**config.mk**
```make
export PLATFORM = sky130hd
export DESIGN_NAME = fpc_top
export DESIGN_NICKNAME = d
export VERILOG_FILES = /design/src/hw/fpc_pkg.sv /design/src/hw/fpc_top.sv
export SDC_FILE = /design/constraint.sdc
export NUM_CORES = 1
export LEC_CHECK = 0
export BUFFER_PORTS_ARGS = -buffer_cell sky130_fd_sc_hd__clkbuf_2
export CORE_ASPECT_RATIO = 1.5
export CORE_MARGIN = 4
export CORE_UTILIZATION = 35
export CTS_CLUSTER_DIAMETER = 120
export DETAILED_ROUTE_END_ITERATION = 16
export GPL_TIMING_DRIVEN = 0
export SETUP_SLACK_MARGIN = 0.02
export SYNTH_ARGS = -nofsm -noshare
export SYNTH_HDL_FRONTEND = slang
export SYNTH_SLANG_ARGS = --single-unit
```
**constraint.sdc**
```tcl
create_clock -name mclk -period 2.4 [get_ports mclk]
set_input_delay 0.12 -clock mclk [delete_from_list [all_inputs] [get_ports mclk]]
set_output_delay 0.12 -clock mclk [all_outputs]
set_load 0.005 [all_outputs]
```
**src/hw/fpc_pkg.sv**
```systemverilog
// constants, types and command codes of the four-pair fault/temperature bank
`default_nettype none
package fpc_pkg;

  // command codes that select a register on the host transfer
  localparam logic [7:0] CMD_DIE_TEMP = 8'h2c;
  localparam logic [7:0] CMD_FAULT_CFG = 8'h2d;

  // reset values
  localparam logic [7:0] DIE_TEMP_RESET = 8'h00;
  localparam logic [7:0] FAULT_CFG_RESET = 8'h00;
  localparam logic [7:0] READ_FILL = 8'h00;

  // field positions in the fault configuration byte; port pair p adds p
  localparam int CURRENT_LIMIT_FAULT_GANG_LSB = 6;
  localparam int PCUT_GANG_LSB = 4;
  localparam int SUMMED_EN_LSB = 2;
  localparam int DISC_SEL_LSB = 0;

  localparam int NUM_PAIRS = 2;
  localparam int NUM_CHANS = 4;

  // lowest assigned class that takes the low disconnect threshold
  localparam logic [3:0] HIGH_CLASS_MIN = 4'h5;

  // temperature code scale, offset in hundredths, step in thousandths, span in tenths of a degree: t = -20 + n * 0.652
  localparam int TEMP_OFFSET_CENTI_C = -2000;
  localparam int TEMP_STEP_MILLI_C = 652;
  localparam int TEMP_SPAN_DECI_C = 1462;

  // temperature refresh period and its cycle count
  localparam longint CLK_FREQ_HZ = 100_000_000;
  localparam longint TEMP_REFRESH_MS = 1000;
  localparam longint TEMP_REFRESH_CYCLES_L =
    (TEMP_REFRESH_MS * CLK_FREQ_HZ) / 1000;
  localparam int TEMP_REFRESH_CYCLES = int'(TEMP_REFRESH_CYCLES_L);
  localparam int TICK_CNT_W = 32;

  // operating mode of the port state machines
  typedef enum logic [1:0] {
    MODE_MANUAL,
    MODE_SEMI_AUTO,
    MODE_AUTO
  } fpc_mode_type;

  // one host register transfer, already framed from the serial link
  typedef struct packed {
    logic valid;
    logic write;
    logic [7:0] code;
    logic [7:0] wdata;
  } fpc_cmd_type;

  // per-channel fault and current status from the analog front end
  typedef struct packed {
    logic current_limit_fault;
    logic pcut_2pair_fault;
    logic below_30ma;
    logic mps_expired;
  } fpc_chan_type;

  // per port-pair turn-on event and load description
  typedef struct packed {
    logic turn_on;
    logic single_sig;
    logic dual_sig;
    logic partial_disc;
    logic summed_over;
    logic [3:0] assigned_class;
  } fpc_pair_type;

endpackage
`default_nettype wire

```
**src/hw/fpc_top.sv**
```systemverilog
// four-pair fault configuration and die temperature register bank
//
// What this block does
// - read-only eight-bit temperature code, zero at reset, one byte per read
// - temperature code refreshes about once a second, repeats in between
// - code n means -20 plus n times 0.652 C, span 146.2 C
// - fault config byte at command 2d, read/write, all bits zero at reset
// - current-limit gang bit set: either channel fault turns both off
// - power-cut gang bit set: either 2-pair power cut turns both off
// - auto mode sets both gang bits at turn-on of single-signature load
// - summed enable bit set turns on summed four-pair policing for port
// - current-limit faults act regardless of summed enable bits
// - auto or semi auto set summed enable at single-signature turn-on
// - threshold select bit: 1 gives 4.5 mA, 0 gives 6.5 mA
// - dual-signature turn-on sets threshold bit; channels disconnect alone
// - single-signature turn-on: class 1-4 clears, class 5-8 sets bit
// - summed policing paused on partial disconnect or channel under 30 mA
`default_nettype none
module fpc_top #(
  parameter int REFRESH_CYCLES = fpc_pkg::TEMP_REFRESH_CYCLES
) (
  input wire logic mclk,
  input wire logic rst,
  input wire fpc_pkg::fpc_cmd_type cmd,
  input wire fpc_pkg::fpc_mode_type op_mode,
  input wire logic [7:0] temp_adc_code,
  input wire logic temp_adc_valid,
  input wire fpc_pkg::fpc_chan_type [3:0] chan_status,
  input wire fpc_pkg::fpc_pair_type [1:0] pair_status,
  output logic [7:0] rd_data_r,
  output logic rd_valid_r,
  output logic [7:0] die_temp_code,
  output logic [7:0] fault_cfg,
  output logic [3:0] chan_disable_r,
  output logic [1:0] summed_policing_active_r,
  output logic [1:0] disconnect_threshold_select
);
  import fpc_pkg::*;

  localparam logic [TICK_CNT_W-1:0] TICK_LAST =
    TICK_CNT_W'(REFRESH_CYCLES - 1);
  localparam logic [TICK_CNT_W-1:0] TICK_ZERO = '0;
  localparam logic [TICK_CNT_W-1:0] TICK_ONE = TICK_CNT_W'(1);

  logic [7:0] die_temp_r;
  logic [7:0] die_temp_nxt;
  logic [7:0] cfg_r;
  logic [7:0] cfg_nxt;
  logic [TICK_CNT_W-1:0] tick_cnt_r;
  logic [TICK_CNT_W-1:0] tick_cnt_nxt;
  logic refresh_tick;
  logic [7:0] adc_hold_r;
  logic adc_seen_r;

  logic sel_temp;
  logic sel_cfg;
  logic wr_cfg;
  logic rd_req;
  logic [7:0] rd_mux;

  logic [1:0] current_limit_fault_gang;
  logic [1:0] pcut_gang;
  logic [1:0] summed_en;
  logic [1:0] summed_active;
  logic [3:0] disable_nxt;

  // the divider sets the temperature refresh rate
  assign refresh_tick = (tick_cnt_r == TICK_LAST);
  assign tick_cnt_nxt = refresh_tick ? TICK_ZERO : tick_cnt_r + TICK_ONE;

  // the converter may deliver more often; only the last code counts
  always_ff @(posedge mclk) begin
    if (rst) begin
      adc_hold_r <= DIE_TEMP_RESET;
      adc_seen_r <= 1'b0;
    end else if (temp_adc_valid) begin
      adc_hold_r <= temp_adc_code;
      adc_seen_r <= 1'b1;
    end
  end

  // code stays put between ticks so fast polls see repeats
  assign die_temp_nxt = (refresh_tick && adc_seen_r) ? adc_hold_r
                                                     : die_temp_r;

  // command decode of the framed host transfer
  assign sel_temp = (cmd.code == CMD_DIE_TEMP);
  assign sel_cfg = (cmd.code == CMD_FAULT_CFG);
  assign wr_cfg = cmd.valid && cmd.write && sel_cfg;
  assign rd_req = cmd.valid && !cmd.write;

  // read selection; unknown codes and reserved space read as zero
  assign rd_mux = sel_temp ? die_temp_r :
                  sel_cfg ? cfg_r :
                  READ_FILL;

  // field slices, low bit channels 1/2 and high bit channels 3/4
  assign current_limit_fault_gang = cfg_r[CURRENT_LIMIT_FAULT_GANG_LSB +: NUM_PAIRS];
  assign pcut_gang = cfg_r[PCUT_GANG_LSB +: NUM_PAIRS];
  assign summed_en = cfg_r[SUMMED_EN_LSB +: NUM_PAIRS];

  // configuration next value; turn-on updates win over a host write
  always_comb begin
    cfg_nxt = cfg_r;
    if (wr_cfg) begin
      cfg_nxt = cmd.wdata;
    end
    for (int p = 0; p < NUM_PAIRS; p++) begin
      if (pair_status[p].turn_on && pair_status[p].single_sig) begin
        if (op_mode == MODE_AUTO) begin
          cfg_nxt[CURRENT_LIMIT_FAULT_GANG_LSB + p] = 1'b1;
          cfg_nxt[PCUT_GANG_LSB + p] = 1'b1;
        end
        if (op_mode == MODE_AUTO || op_mode == MODE_SEMI_AUTO) begin
          cfg_nxt[SUMMED_EN_LSB + p] = 1'b1;
        end
        // class 5-8 takes the low threshold, class 1-4 the high one
        cfg_nxt[DISC_SEL_LSB + p] =
          (pair_status[p].assigned_class >= HIGH_CLASS_MIN);
      end else if (pair_status[p].turn_on && pair_status[p].dual_sig) begin
        cfg_nxt[DISC_SEL_LSB + p] = 1'b1;
      end
    end
  end

  // summed policing is paused while any channel reading is unreliable
  always_comb begin
    summed_active = '0;
    for (int p = 0; p < NUM_PAIRS; p++) begin
      summed_active[p] = summed_en[p]
        && !pair_status[p].partial_disc
        && !chan_status[2*p].below_30ma
        && !chan_status[2*p+1].below_30ma;
    end
  end

  // channel shutdown: own faults always, partner faults when ganged
  always_comb begin
    disable_nxt = '0;
    for (int p = 0; p < NUM_PAIRS; p++) begin
      for (int k = 0; k < 2; k++) begin
        disable_nxt[2*p+k] =
          // current limit is watched whatever summed policing says
          chan_status[2*p+k].current_limit_fault
          || (current_limit_fault_gang[p]
              && chan_status[2*p+1-k].current_limit_fault)
          || chan_status[2*p+k].pcut_2pair_fault
          || (pcut_gang[p]
              && chan_status[2*p+1-k].pcut_2pair_fault)
          || (summed_active[p] && pair_status[p].summed_over)
          // disconnect timing is judged per channel, never ganged
          || chan_status[2*p+k].mps_expired;
      end
    end
  end

  // state registers of the bank
  always_ff @(posedge mclk) begin
    if (rst) begin
      tick_cnt_r <= TICK_ZERO;
      die_temp_r <= DIE_TEMP_RESET;
      cfg_r <= FAULT_CFG_RESET;
    end else begin
      tick_cnt_r <= tick_cnt_nxt;
      die_temp_r <= die_temp_nxt;
      cfg_r <= cfg_nxt;
    end
  end

  // read answer one cycle after the request, one byte per transfer
  always_ff @(posedge mclk) begin
    if (rst) begin
      rd_data_r <= READ_FILL;
      rd_valid_r <= 1'b0;
    end else begin
      rd_valid_r <= rd_req;
      rd_data_r <= rd_req ? rd_mux : rd_data_r;
    end
  end

  // shutdown and policing outputs, registered for clean timing
  always_ff @(posedge mclk) begin
    if (rst) begin
      chan_disable_r <= '0;
      summed_policing_active_r <= '0;
    end else begin
      chan_disable_r <= disable_nxt;
      summed_policing_active_r <= summed_active;
    end
  end

  // these outputs are plain views of flip-flops
  assign die_temp_code = die_temp_r;
  assign fault_cfg = cfg_r;
  // 1 selects 4.5 mA, 0 selects 6.5 mA in the analog comparator
  assign disconnect_threshold_select =
    cfg_r[DISC_SEL_LSB +: NUM_PAIRS];

endmodule
`default_nettype wire

```
## Yosys cells after proc, flatten, opt, wreduce, memory -nomap -nowiden

Index checks and enable logic that the tools add are counted.

| word-level totals | value |
|---|---|
| output and inout bits | 33 |
| word-level logic and storage cells | 93 |
| input port bits | 65 |
| register bits after elaboration | 72 |

| cells by class | value |
|---|---|
| muxes and demuxes | 19 |
| magnitude comparators | 2 |
| reduce and logical (&&, ||, !) cells | 55 |
| add/sub/neg operators | 1 |
| equal/unequal tests | 5 |

Operators by type and width:

| cell | count |
|---|---|
| adder 32 x 1 -> 32 bit (second input constant) | 1 |
| equality test 32 x 27 -> 1 bit (second input constant) | 1 |
| logical AND 1 bit | 24 |
| 2-to-1 mux 8 bit | 3 |
| logical OR 1 bit | 21 |
| equality test 8 x 6 -> 1 bit (second input constant) | 2 |
| 2-to-1 mux 1 bit | 16 |
| greater-or-equal comparator 4 x 3 -> 1 bit (second input constant) | 2 |
| logical NOT 1 bit | 7 |
| nonzero test 3 bit | 2 |
| equality test 2 x 1 -> 1 bit (second input constant) | 1 |
| equality test 2 bit (second input constant) | 1 |
| OR reduction 2 bit | 1 |

## Depth between registers and ports, before layout

Gate-level depths: netlist (run 1).

| depth | value |
|---|---|
| depth in word-level cells | 7 |
| gate-level depth with buffers | 7 |

## Least setup slack after synthesis (run 1)

No wires, ideal clock.

| path | value |
|---|---|
| path type | register -> register |
| from | reg tick_cnt_r[0] |
| to | reg die_temp_r[5] (netlist: die_temp_code[5]) |
| data arrival time | 1.637 ns |
| stages on the path, launching flop included | 8 |
| buffers on the path | 1 |
| required time | 2.326 ns |
| slack | 0.689 ns |
| cells stage by stage | dfxtp_1 -> ha_1 -> and4_4 -> nand4_4 -> nor4_4 -> buf_6 -> nand3b_1 -> o21ai_0 |

| on the way | value |
|---|---|
| word-level cells in the longest chain between the ends | 2 |

RTL lines:

| what | line | source |
|---|---|---|
| from (decl) | fpc_top.sv:49 | `logic [TICK_CNT_W-1:0] tick_cnt_r;` |
| from (signal assigned) | fpc_top.sv:164 | `tick_cnt_r <= tick_cnt_nxt;` |
| equality test 32 x 27 -> 1 bit | fpc_top.sv:68 | `assign refresh_tick = (tick_cnt_r == TICK_LAST);` |
| logical AND 1 bit | fpc_top.sv:83 | `assign die_temp_nxt = (refresh_tick && adc_seen_r) ? adc_hold_r` |
| to (signal assigned) | fpc_top.sv:165 | `die_temp_r <= die_temp_nxt;` |
| to (decl) | fpc_top.sv:45 | `logic [7:0] die_temp_r;` |

Every way passes these cells.
A chain may end at the register's enable or synchronous reset.

## Final worst setup path (run 1)

| path | value |
|---|---|
| from | reg tick_cnt_r[0] |
| to | reg tick_cnt_r[24] |

| on the way | value |
|---|---|
| word-level cells in the longest chain between the ends | 2 |

RTL lines:

| what |
|---|
| parallel branches: the longest is 2 deep, another holds adder 32 x 1 -> 32 bit |

Parallel ways; which one is timed is not known.

==> impl_metrics.py, run 1 <==
metrics = {
    "setup_path": {
        "crit_chain": "ha_1, nand4_1, nor4_4, nand4_1, xor2_1, nor2_1",
        "critPathSlowestCell": "nor4_4",
        "crit_arrival_ns": 2.18,
        "r2r-start": "tick_cnt_r[0]$_SDFF_PP0_",
        "cp-startpoint": "tick_cnt_r[0]$_SDFF_PP0_",
        "worstPathMaxFanout": 9,
        "crit_top_cell": "nand4_1",
        "critical_path_class": "flip-flop to flip-flop",
        "cp-end-kind": "flip-flop",
        "start_kind": "flip-flop",
        "critPathMaxStageDelay_ns": 0.62,
        "required_ns": 2.62,
    },
    "routing": {
        "drcViolationCount": 0,
        "dr_total_vias": 2770,
        "firstDrtPassIters": 4,
        "post_drt_wl_per_cell_um": 14.35,
        "vias_per_cell": 4.894,
        "routed_wl_mm": 8.121,
        "drtIter0Drc": 51,
        "ant_nets": 0,
    },
    "placed_design": {
        "gp_congestion": 0.8890,
        "io_buffers": 95,
        "place.detailed.hpwl_mm": 6.315,
    },
    "finish": {
        "num-fill-cells": 854,
        "insertedDiodeCount": 0,
        "syn_to_final_growth_pct": 29.94,
        "fin_nets": 518,
        "drive_gt1_frac": 0.2917,
    },
    "sta": {
        "hold_violations": 0,
        "clock.fmax_ghz": 0.5104,
        "post-route-period-util": 0.8163,
        "slew_viol_final": 0,
        "fin_tns_setup_ns": 0,
        "timing.final.crit_period_ns": 1.959,
        "worstMarginPinSlew_ns": 0.6403,
        "clock_skew_ns": 0.004061,
        "slew-limit-headroom": 0.5731,
        "setup_viol": 0,
        "rsz0062_at_grt": "false",
    },
    "clocking": {
        "cts_num_sinks": 72,
        "root_buffer": "clkbuf_16",
        "h-tree-depth": 3,
        "clk_pin_slew_ns": 0.06,
        "clk_latency_ns": 0.33,
        "clk_path_buf_depth": 2,
        "ctsHoldBuffers": 0,
        "postCtsSetupBuffers": 0,
        "cts_tree": "yes",
        "post_cts_resized": 0,
        "cts_buffers": 9,
    },
    "synthesis": {
        "ys_warn_count": 0,
        "yosysUniqueCellTypes": 36,
        "synthMuxAreaShare": 0.07890,
        "syn_area_um2": 3172,
        "ys_ff_latch": 72,
        "synthTopCellsByArea": "dfxtp_1 (45%), mux2i_1 (7.9%), nor2_1 (7.7%)",
        "synth_compound_area_frac": 0.07495,
        "synth_fa_ha_area_frac": 0.007890,
        "yosys.area_share.simple": 0.2655,
        "yosys.area.top_type_share": 0.4544,
        "syn_area_per_cell_um2": 9.194,
        "synth_common_cells": "dfxtp_1 (72), nor2_1 (65), mux2i_1 (25), xor2_1 (22), nand4_1 (19)",
        "synth_edf_count": 0,
        "synth_top_area_cell": "dfxtp_1",
        "synth_top_family_by_area": "simple AND/OR/NAND/NOR gates",
        "synth-main-ff-cell": "dfxtp_1",
        "synth.most_common_cell": "dfxtp_1",
        "ys_seq_area_frac": 0.4544,
        "syn_nets": 412,
        "synthArstFlopShare": 0,
        "syn_inst": 345,
        "synth-xor-area-share": 0.08008,
    },
    "outcome": {
        "run_status": "complete, no violations",
    },
    "global_route": {
        "track_usage": 0.1552,
        "grt.overflow.total": 0,
        "grt_pass1_vias": 2722,
        "antenna_found_initial": 0,
        "grt_max_degree": 13,
        "grt_pass1_wl_mm": 13.06,
    },
    "floorplanning": {
        "dieArea_um2": 10680,
        "io_pins": 98,
        "start_util": 0.3593,
        "die-height_um": 124.6,
        "num_rows": 42,
        "core-area_um2": 8828,
        "die_w_um": 85.73,
    },
    "power_and_ir_drop": {
        "peakVddDrop_mv": 0.4229,
        "leakage_nw": 1.843,
        "fin_total_pwr_mw": 2.912,
        "power_density_nw_per_um2": 706.5,
    },
    "flow_run": {
        "max_cap_violations": 0,
    },
    "hold_path": {
        "hp-start": "temp_adc_code[5]",
        "hp-class": "input pin to flip-flop",
    },
}
## layout make-up
class | instances | area (um2) | share of cell area
clock buffers | 10 | 229.0 | 0.05556
multi-input cells | 250 | 1609 | 0.3904
plain buffers | 20 | 110.1 | 0.02672
clock inverters | 6 | 107.6 | 0.02611
well taps | 110 | 137.6 | 0.03339
inverters | 3 | 11.26 | 0.002732
repair buffers | 95 | 475.5 | 0.1154
flip-flops and latches | 72 | 1441 | 0.3497
## sequential cells by signal, summed over array words and instances, names as in the netlist
name and flops:
rd_valid_r 1, summed_policing_active_r 2, die_temp_code 8, adc_hold_r 8, tick_cnt_r 32, adc_seen_r 1, rd_data_r 8, fault_cfg 8
chan_disable_r 4
## critical path, delay by kind of cell (launching register included)
family / cells / cell delay, ns
adder cells (fa/ha/maj): 1 / 0.24
AND/OR/NAND/NOR: 4 / 1.05
XOR/XNOR: 1 / 0.18
flip-flops: 1 / 0.37
## logic make-up after synthesis
| family | after synthesis |
|---|---|
| compound gates | 38 |
| xor+xnor | 29 |
| fa+ha+maj | 2 |
| buf+inv | 23 |
| flops | 72 |
| mux | 25 |
| simple gates | 156 |
## where the power goes
| group | switching, mW | internal [mW] |
|---|---|---|
| Sequential | 0.0215 | 1.22 |
| Clock | 0.481 | 1.01 |
| Combinational | 0.0863 | 0.0908 |
| Total | 0.588 | 2.32 |
## path summary, 6_finish.rpt
check / endpoint / slack (ns) / depth (start not counted)
min reg2reg: tick_cnt_r[0]$_SDFF_PP0_ / 0.46 / 1
min: adc_hold_r[5]$_SDFFE_PP0P_ / 0.03 / 3
max reg2reg: tick_cnt_r[24]$_SDFF_PP0_ / 0.44 / 6
max: tick_cnt_r[24]$_SDFF_PP0_ / 0.44 / 6
## layout by cell type (no fill, tap or decap), types with 3 or more instances in the layout
master / n
clkbuf_2: 95
dfxtp_1: 72
nor2_1: 65
mux2i_1: 25
xor2_1: 22
nand4_1: 19
nand2_1: 14
a22oi_1: 12
o21ai_0: 12
clkbuf_1: 9
nor3_1: 9
clkbuf_16: 9
and3_1: 8
nand3b_1: 8
nand2b_1: 7
buf_2: 7
a21oi_1: 7
xnor2_1: 7
nand3_1: 6
a31oi_1: 4
nor4_1: 4
inv_1: 3
bufinv_16: 3
## per-layer routing
metal	global-route usage	up-vias	part of all wire
li1	-	1423	-
met1	0.1575	1256	0.39
met2	0.2921	83	0.53
met3	0.05030	8	0.070
met4	0.04753	0	0.013
met5	0	-	0
## through the flow
stage	worst slack, ns	hold slack (ns)	util	area (um2)	std cells
6_report	0.4408	0.03361	0.4668	4121	566
5_1_grt	0.2356	0.05475	0.4668	4121	566
4_1_cts	0.3913	0.02494	0.4668	4121	566
3_5_place_dp	0.4114	0.3723	0.4287	3785	550
3_3_place_gp	0.4567	0.3600	0.4287	3785	550
2_1_floorplan	0.6886	0.2672	-	3172	345
Note: power is estimated with default switching activity, not from simulation.
==> run 2, diff against run 1 <==
clock period = 1.95 ns   (was 2.4 ns; I/O delays follow)
==> run 2 against run 1 <==
Effect of this change:
- die area unchanged
- cell count up 0.18%
- largest cell class unchanged
- register-to-register slack worse by 0.25 ns
- critical path depth up 1
- first-iteration DRC count down 16%
- setup slack worse by 0.25 ns
- critical endpoint is now die_temp_code[5]$_SDFFE_PP0P_
- sequential share of layout area down 0.19 points
- highest routed layer unchanged
- clock skew up 0.00070 ns
- global-route usage about the same
- final area up 0.64%
==> impl_metrics.py, run 2 (synthesis gave the netlist of run 1 again) <==
metrics = {
    "outcome": {
        "run_status": "complete, no violations",
    },
    "setup_path": {
        "critPathMaxStageDelay_ns": 0.38,
        "rr_endpoint": "die_temp_code[5]$_SDFFE_PP0P_",
        "crit_chain": "ha_2, and4_4, nand4_4, nor4_4, buf_6, nand3b_1, o21ai_0",
        "critical_path_class": "flip-flop to flip-flop",
        "start_kind": "flip-flop",
        "reg2regPathDepth": 7,
        "critPathSlowestCell": "nor4_4",
        "r2r_setup_slack_ns": 0.19,
        "worstPathMaxFanout": 10,
        "cp-end-kind": "flip-flop",
        "required_ns": 2.21,
        "crit_arrival_ns": 2.02,
        "r2r-start": "tick_cnt_r[1]$_SDFF_PP0_",
    },
    "finish": {
        "fin_nets": 519,
        "final_common_cell": "clkbuf_2",
        "final_cell_mix": "clkbuf_2 (95), dfxtp_1 (71), nor2_1 (64)",
        "finalInstanceArea_um2": 4148,
        "syn_to_final_growth_pct": 30.77,
        "largest_register": "tick_cnt_r",
        "largest_reg_flops": 32,
        "drive_gt1_frac": 0.3020,
        "insertedDiodeCount": 0,
        "layout.cells.non_filler": 567,
    },
    "global_route": {
        "antenna_found_initial": 0,
        "track_usage": 0.1556,
        "grt_pass1_vias": 2721,
        "grt_max_degree": 13,
        "grt.overflow.total": 0,
        "grt_pass1_wl_mm": 13.10,
    },
    "floorplanning": {
        "num_rows": 42,
        "io_pins": 98,
        "die_w_um": 85.73,
        "dieArea_um2": 10680,
        "core-area_um2": 8828,
        "die-height_um": 124.6,
        "start_util": 0.3593,
    },
    "sta": {
        "clock_skew_ns": 0.004766,
        "clock.fmax_ghz": 0.5669,
        "post-route-period-util": 0.9046,
        "setup_slack_ns": 0.1861,
        "hold_ws_ns": 0.01027,
        "rsz0062_at_grt": "true",
        "hold_violations": 0,
        "worstMarginPinSlew_ns": 0.6355,
        "slew-limit-headroom": 0.5763,
        "setup_viol": 0,
        "timing.final.crit_period_ns": 1.764,
        "slew_viol_final": 0,
        "fin_tns_setup_ns": 0,
    },
    "clocking": {
        "ctsHoldBuffers": 0,
        "root_buffer": "clkbuf_16",
        "clk_path_buf_depth": 2,
        "cts_tree": "yes",
        "clk_latency_ns": 0.33,
        "h-tree-depth": 3,
        "clk_pin_slew_ns": 0.06,
        "cts_buffers": 9,
        "cts_num_sinks": 72,
    },
    "routing": {
        "drcViolationCount": 0,
        "vias_per_cell": 4.894,
        "ant_nets": 0,
        "post_drt_wl_per_cell_um": 14.37,
        "drtIter0Drc": 43,
        "routed_wl_mm": 8.149,
        "dr_total_vias": 2775,
        "firstDrtPassIters": 4,
    },
    "power_and_ir_drop": {
        "seq_power_share": 0.427,
        "p_sw_frac": 0.2020,
        "switchingPower_uw": 724.5,
        "peakVddDrop_mv": 0.5042,
        "power_frac_comb": 0.061,
        "p_clk_frac": 0.512,
        "power_density_nw_per_um2": 864.7,
        "leakage_nw": 1.849,
        "internal_power_mw": 2.862,
    },
    "placed_design": {
        "dpl_cell_area_um2": 3785,
        "place_ws_ns": -0.03863,
        "gp_congestion": 0.8890,
        "io_buffers": 95,
        "dp_cells": 550,
        "place.detailed.hpwl_mm": 6.315,
    },
    "hold_path": {
        "hold_path_depth": 3,
        "hp-start": "temp_adc_code[5]",
        "hold_end": "adc_hold_r[5]$_SDFFE_PP0P_",
        "hp-class": "input pin to flip-flop",
    },
    "flow_run": {
        "max_cap_violations": 0,
    },
}
==> run 2: changes by cell type in the layout (fill, tap and decap cells not counted), sizes merged <==
| cell | delta |
|---|---|
| buf | +1 |
==> run 2: cell type report <==
cell class	instances	area, um2
buffer	20	117.6
clock buffer	10	229.0
clock inverter	6	107.6
fill	851	4681
inverter	3	11.26
multi-input combinational	250	1619
sequential	72	1443
tap	110	137.6
timing repair buffer	96	483.0
==> run 2: worst max-delay path by stage <==
stage | slack (ns) | depth (start not counted) | to | from
after floorplan | 0.24 | 7 | die_temp_code[5]$_SDFFE_PP0P_ | tick_cnt_r[0]$_SDFF_PP0_
after global placement | 0.007 | 6 | tick_cnt_r[30]$_SDFF_PP0_ | tick_cnt_r[0]$_SDFF_PP0_
after detailed placement | -0.04 | 6 | tick_cnt_r[30]$_SDFF_PP0_ | tick_cnt_r[0]$_SDFF_PP0_
after CTS | 0.02 | 5 | tick_cnt_r[31]$_SDFF_PP0_ | tick_cnt_r[7]$_SDFF_PP0_
after global routing | 0.01 | 5 | tick_cnt_r[31]$_SDFF_PP0_ | tick_cnt_r[7]$_SDFF_PP0_
final | 0.19 | 7 | die_temp_code[5]$_SDFFE_PP0P_ | tick_cnt_r[1]$_SDFF_PP0_
==> run 2: layer usage <==
| layer | part of all wire | track usage |
|---|---|---|
| met4 | 0.013 | 0.04753 |
| met1 | 0.39 | 0.1587 |
| met2 | 0.53 | 0.2921 |
| met3 | 0.070 | 0.05030 |
| met5 | 0 | 0 |
==> run 2: power groups by stage <==
| stage | combinational [mW] | sequential [mW] | clock [mW] |
|---|---|---|---|
| 2_1_floorplan | 0.104 | 1.56 | 0 |
| 3_3_place_gp | 0.218 | 1.56 | 0 |
| 3_5_place_dp | 0.221 | 1.56 | 0 |
| 4_1_cts | 0.223 | 1.53 | 1.88 |
| 5_1_grt | 0.247 | 1.54 | 1.94 |
| 6_report | 0.221 | 1.53 | 1.84 |
==> run 2: per-stage QoR <==
stage          power [mW]  utilization
2_1_floorplan       1.659            -
3_3_place_gp        1.781       0.4287
3_5_place_dp        1.785       0.4287
4_1_cts             3.630       0.4668
5_1_grt             3.723       0.4698
6_report            3.587       0.4698
==> run 2: repair_timing <==
item,in CTS,in global routing
gates cloned,0,0
setup endpoints to repair,15,39
hold endpoints to repair,0,0
resized for setup,0,10
pin swaps,2,2
buffers inserted,0,1
==> run 2: worst max-delay path: cells and delay by family, from the launching register on <==
family	cells	cell delay [ns]
simple gates	4	0.85
flops	1	0.35
fa+ha+maj	1	0.22
buf+inv	1	0.20
compound gates	1	0.07
==> run 3, diff against run 2 <==
ABC_AREA = 1   (was unset)
==> run 3 against run 2 <==
Effect of this change:
- clock power grew 4%
- sequential cell count is the same
- sequential share of layout area shrank 4.6 points
- critical path type unchanged
- largest cell class unchanged
==> impl_metrics.py, run 3 <==
metrics = {
    "setup_path": {
        "r2r_setup_slack_ns": 0.21,
        "rr_endpoint": "tick_cnt_r[12]$_SDFF_PP0_",
        "r2r-start": "tick_cnt_r[0]$_SDFF_PP0_",
        "critical_path_class": "flip-flop to flip-flop",
        "cp-end-kind": "flip-flop",
        "cp-startpoint": "tick_cnt_r[0]$_SDFF_PP0_",
        "required_ns": 2.18,
        "reg2regPathDepth": 7,
        "crit_arrival_ns": 1.97,
        "start_kind": "flip-flop",
        "crit_end": "tick_cnt_r[12]$_SDFF_PP0_",
        "worstPathMaxFanout": 4,
    },
    "sta": {
        "rsz0062_at_grt": "false",
        "slew_viol_final": 0,
        "worstMarginPinSlew_ns": 0.7483,
        "slew-limit-headroom": 0.4973,
        "setup_viol": 0,
        "hold_violations": 0,
        "post-route-period-util": 0.8942,
        "clock_skew_ns": 0.007153,
        "clock.fmax_ghz": 0.5735,
        "fin_tns_setup_ns": 0,
        "timing.final.crit_period_ns": 1.744,
    },
    "synthesis": {
        "synth_fa_ha_area_frac": 0.006840,
        "synth_top_area_cell": "dfxtp_1",
        "synth-xor-area-share": 0.01915,
        "synth-main-ff-cell": "dfxtp_1",
        "ys_warn_count": 0,
        "synth_compound_area_frac": 0.09268,
        "synth_common_cells": "nand2_1 (140), nor2_1 (100), dfxtp_1 (72), inv_1 (69), nand3_1 (39)",
        "yosysUniqueCellTypes": 32,
        "yosys.area_share.simple": 0.3926,
        "syn_inst": 555,
        "synthMuxAreaShare": 0,
        "syn_area_um2": 3659,
        "synth_top_family_by_area": "simple AND/OR/NAND/NOR gates",
        "syn_area_per_cell_um2": 6.592,
        "yosys.area.top_type_share": 0.3940,
        "synthTopCellsByArea": "dfxtp_1 (39%), nand2_1 (14%), nor2_1 (10%)",
        "synthArstFlopShare": 0,
        "synth.most_common_cell": "nand2_1",
        "syn_nets": 622,
        "synth_edf_count": 0,
        "ys_ff_latch": 72,
        "ys_seq_area_frac": 0.3940,
    },
    "finish": {
        "largest_reg_flops": 32,
        "final_common_cell": "nand2_1",
        "multi_input_area_um2": 1871,
        "fin_nets": 741,
        "seq_area_um2": 1441,
        "drive_gt1_frac": 0.2135,
        "insertedDiodeCount": 0,
        "largest_register": "tick_cnt_r",
        "final_cell_mix": "nand2_1 (140), nor2_1 (100), clkbuf_2 (96)",
        "syn_to_final_growth_pct": 30.71,
        "num-fill-cells": 1056,
    },
    "clocking": {
        "clk_path_buf_depth": 2,
        "cts_tree": "yes",
        "cts_num_sinks": 72,
        "clk_latency_ns": 0.33,
        "root_buffer": "clkbuf_16",
        "post_cts_resized": 0,
        "h-tree-depth": 3,
        "cts_buffers": 9,
        "clk_pin_slew_ns": 0.06,
    },
    "global_route": {
        "grt_pass1_vias": 3802,
        "track_usage": 0.1783,
        "grt_max_degree": 13,
        "grt_pass1_wl_mm": 17.39,
        "grt.overflow.total": 0,
        "antenna_found_initial": 0,
    },
    "floorplanning": {
        "die_w_um": 91.48,
        "io_pins": 98,
        "dieArea_um2": 12190,
        "die-height_um": 133.2,
        "num_rows": 45,
        "core-area_um2": 10190,
        "start_util": 0.3590,
    },
    "placed_design": {
        "io_buffers": 96,
        "gp_congestion": 0.8991,
        "place.detailed.hpwl_mm": 8.365,
    },
    "routing": {
        "ant_nets": 0,
        "routed_wl_mm": 10.52,
        "post_drt_wl_per_cell_um": 12.83,
        "drtIter0Drc": 130,
        "vias_per_cell": 4.638,
        "firstDrtPassIters": 6,
        "dr_total_vias": 3803,
        "drcViolationCount": 0,
    },
    "flow_run": {
        "max_cap_violations": 0,
    },
    "hold_path": {
        "hp-class": "input pin to flip-flop",
    },
    "outcome": {
        "run_status": "complete, no violations",
    },
    "power_and_ir_drop": {
        "leakage_nw": 2.077,
        "peakVddDrop_mv": 0.4716,
        "fin_total_pwr_mw": 3.734,
        "power_density_nw_per_um2": 780.8,
    },
}
-- run 3: cell types whose count changed after synthesis, moves of 10 or more --
cell and change:
a22oi_1 -12, nand4_1 -11, nor2_1 +35, nand3_1 +33
inv_1 +66, a21oi_1 +21, mux2i_1 -25, nand2_1 +126
xor2_1 -17, o21ai_0 +10
-- run 3: layout make-up --
| cell class | instances | share of cell area |
|---|---|---|
| inverters | 70 | 0.05495 |
| repair buffers | 108 | 0.1256 |
| well taps | 141 | 0.03689 |
| clock buffers | 11 | 0.05076 |
| flip-flops and latches | 72 | 0.3014 |
| multi-input cells | 400 | 0.3912 |
| plain buffers | 13 | 0.01753 |
| clock inverters | 5 | 0.02172 |
-- run 3: cells by family after synthesis --
logic type | count (synthesis)
buffers and inverters | 83
AO/OA/AOI/OAI | 60
XOR/XNOR | 8
adder cells (fa/ha/maj) | 2
flip-flops | 72
AND/OR/NAND/NOR | 330
-- run 3: worst min path at each step --
stage                                from                                     end  slack (ns)  cells after the start
after global placement            cmd[16]                   rd_valid_r$_SDFF_PP0_        0.30                      2
final                     chan_status[13]  summed_policing_active_r[1]$_SDFF_PP0_       0.008                      4
after floorplan                   cmd[16]                   rd_valid_r$_SDFF_PP0_        0.18                      1
after global routing       pair_status[4]            chan_disable_r[0]$_SDFF_PP0_        0.02                      3
after detailed placement          cmd[16]                   rd_valid_r$_SDFF_PP0_        0.30                      2
after CTS                 chan_status[13]  summed_policing_active_r[1]$_SDFF_PP0_      0.0006                      4
-- run 3: what timing repair did --
item	in CTS	in global routing
buffers inserted	0	0
hold buffers	12	0
hold endpoints to repair	10	0
setup endpoints to repair	0	0
-- run 3: metal layers --
metal | track usage | routed length (um)
met1 | 0.1843 | 3982
met2 | 0.3274 | 5654
met3 | 0.04294 | 491
met4 | 0.09312 | 392
met5 | 0 | 0
-- run 3: worst max-delay path, stage by stage (launching register included) --
cell	delay [ns]
dfxtp_1	0.35
ha_1	0.21
nand3_2	0.15
nor2_1	0.31
nand2_1	0.17
nor2_2	0.21
xor2_1	0.18
nor2_1	0.05
-- run 3: report_power, final --
group / switching (mW) / total [mW] / internal (mW)
Clock: 0.631 / 1.92 / 1.29
Combinational: 0.143 / 0.277 / 0.134
Sequential: 0.0266 / 1.54 / 1.51
-- run 3: per-stage QoR --
| step | worst slack [ns] | instance area (um2) | utilization | std cells | hold WS, ns |
|---|---|---|---|---|---|
| after global routing | 0.02964 | 4782 | 0.4692 | 820 | 0.02099 |
| after detailed placement | 0.1989 | 4315 | 0.4235 | 792 | 0.2962 |
| final | 0.2063 | 4782 | 0.4692 | 820 | 0.007770 |
| after CTS | 0.1808 | 4782 | 0.4692 | 820 | 0.0006467 |
| after global placement | 0.2284 | 4315 | 0.4235 | 792 | 0.2985 |
| after floorplan | 0.4859 | 3659 | - | 555 | 0.1751 |
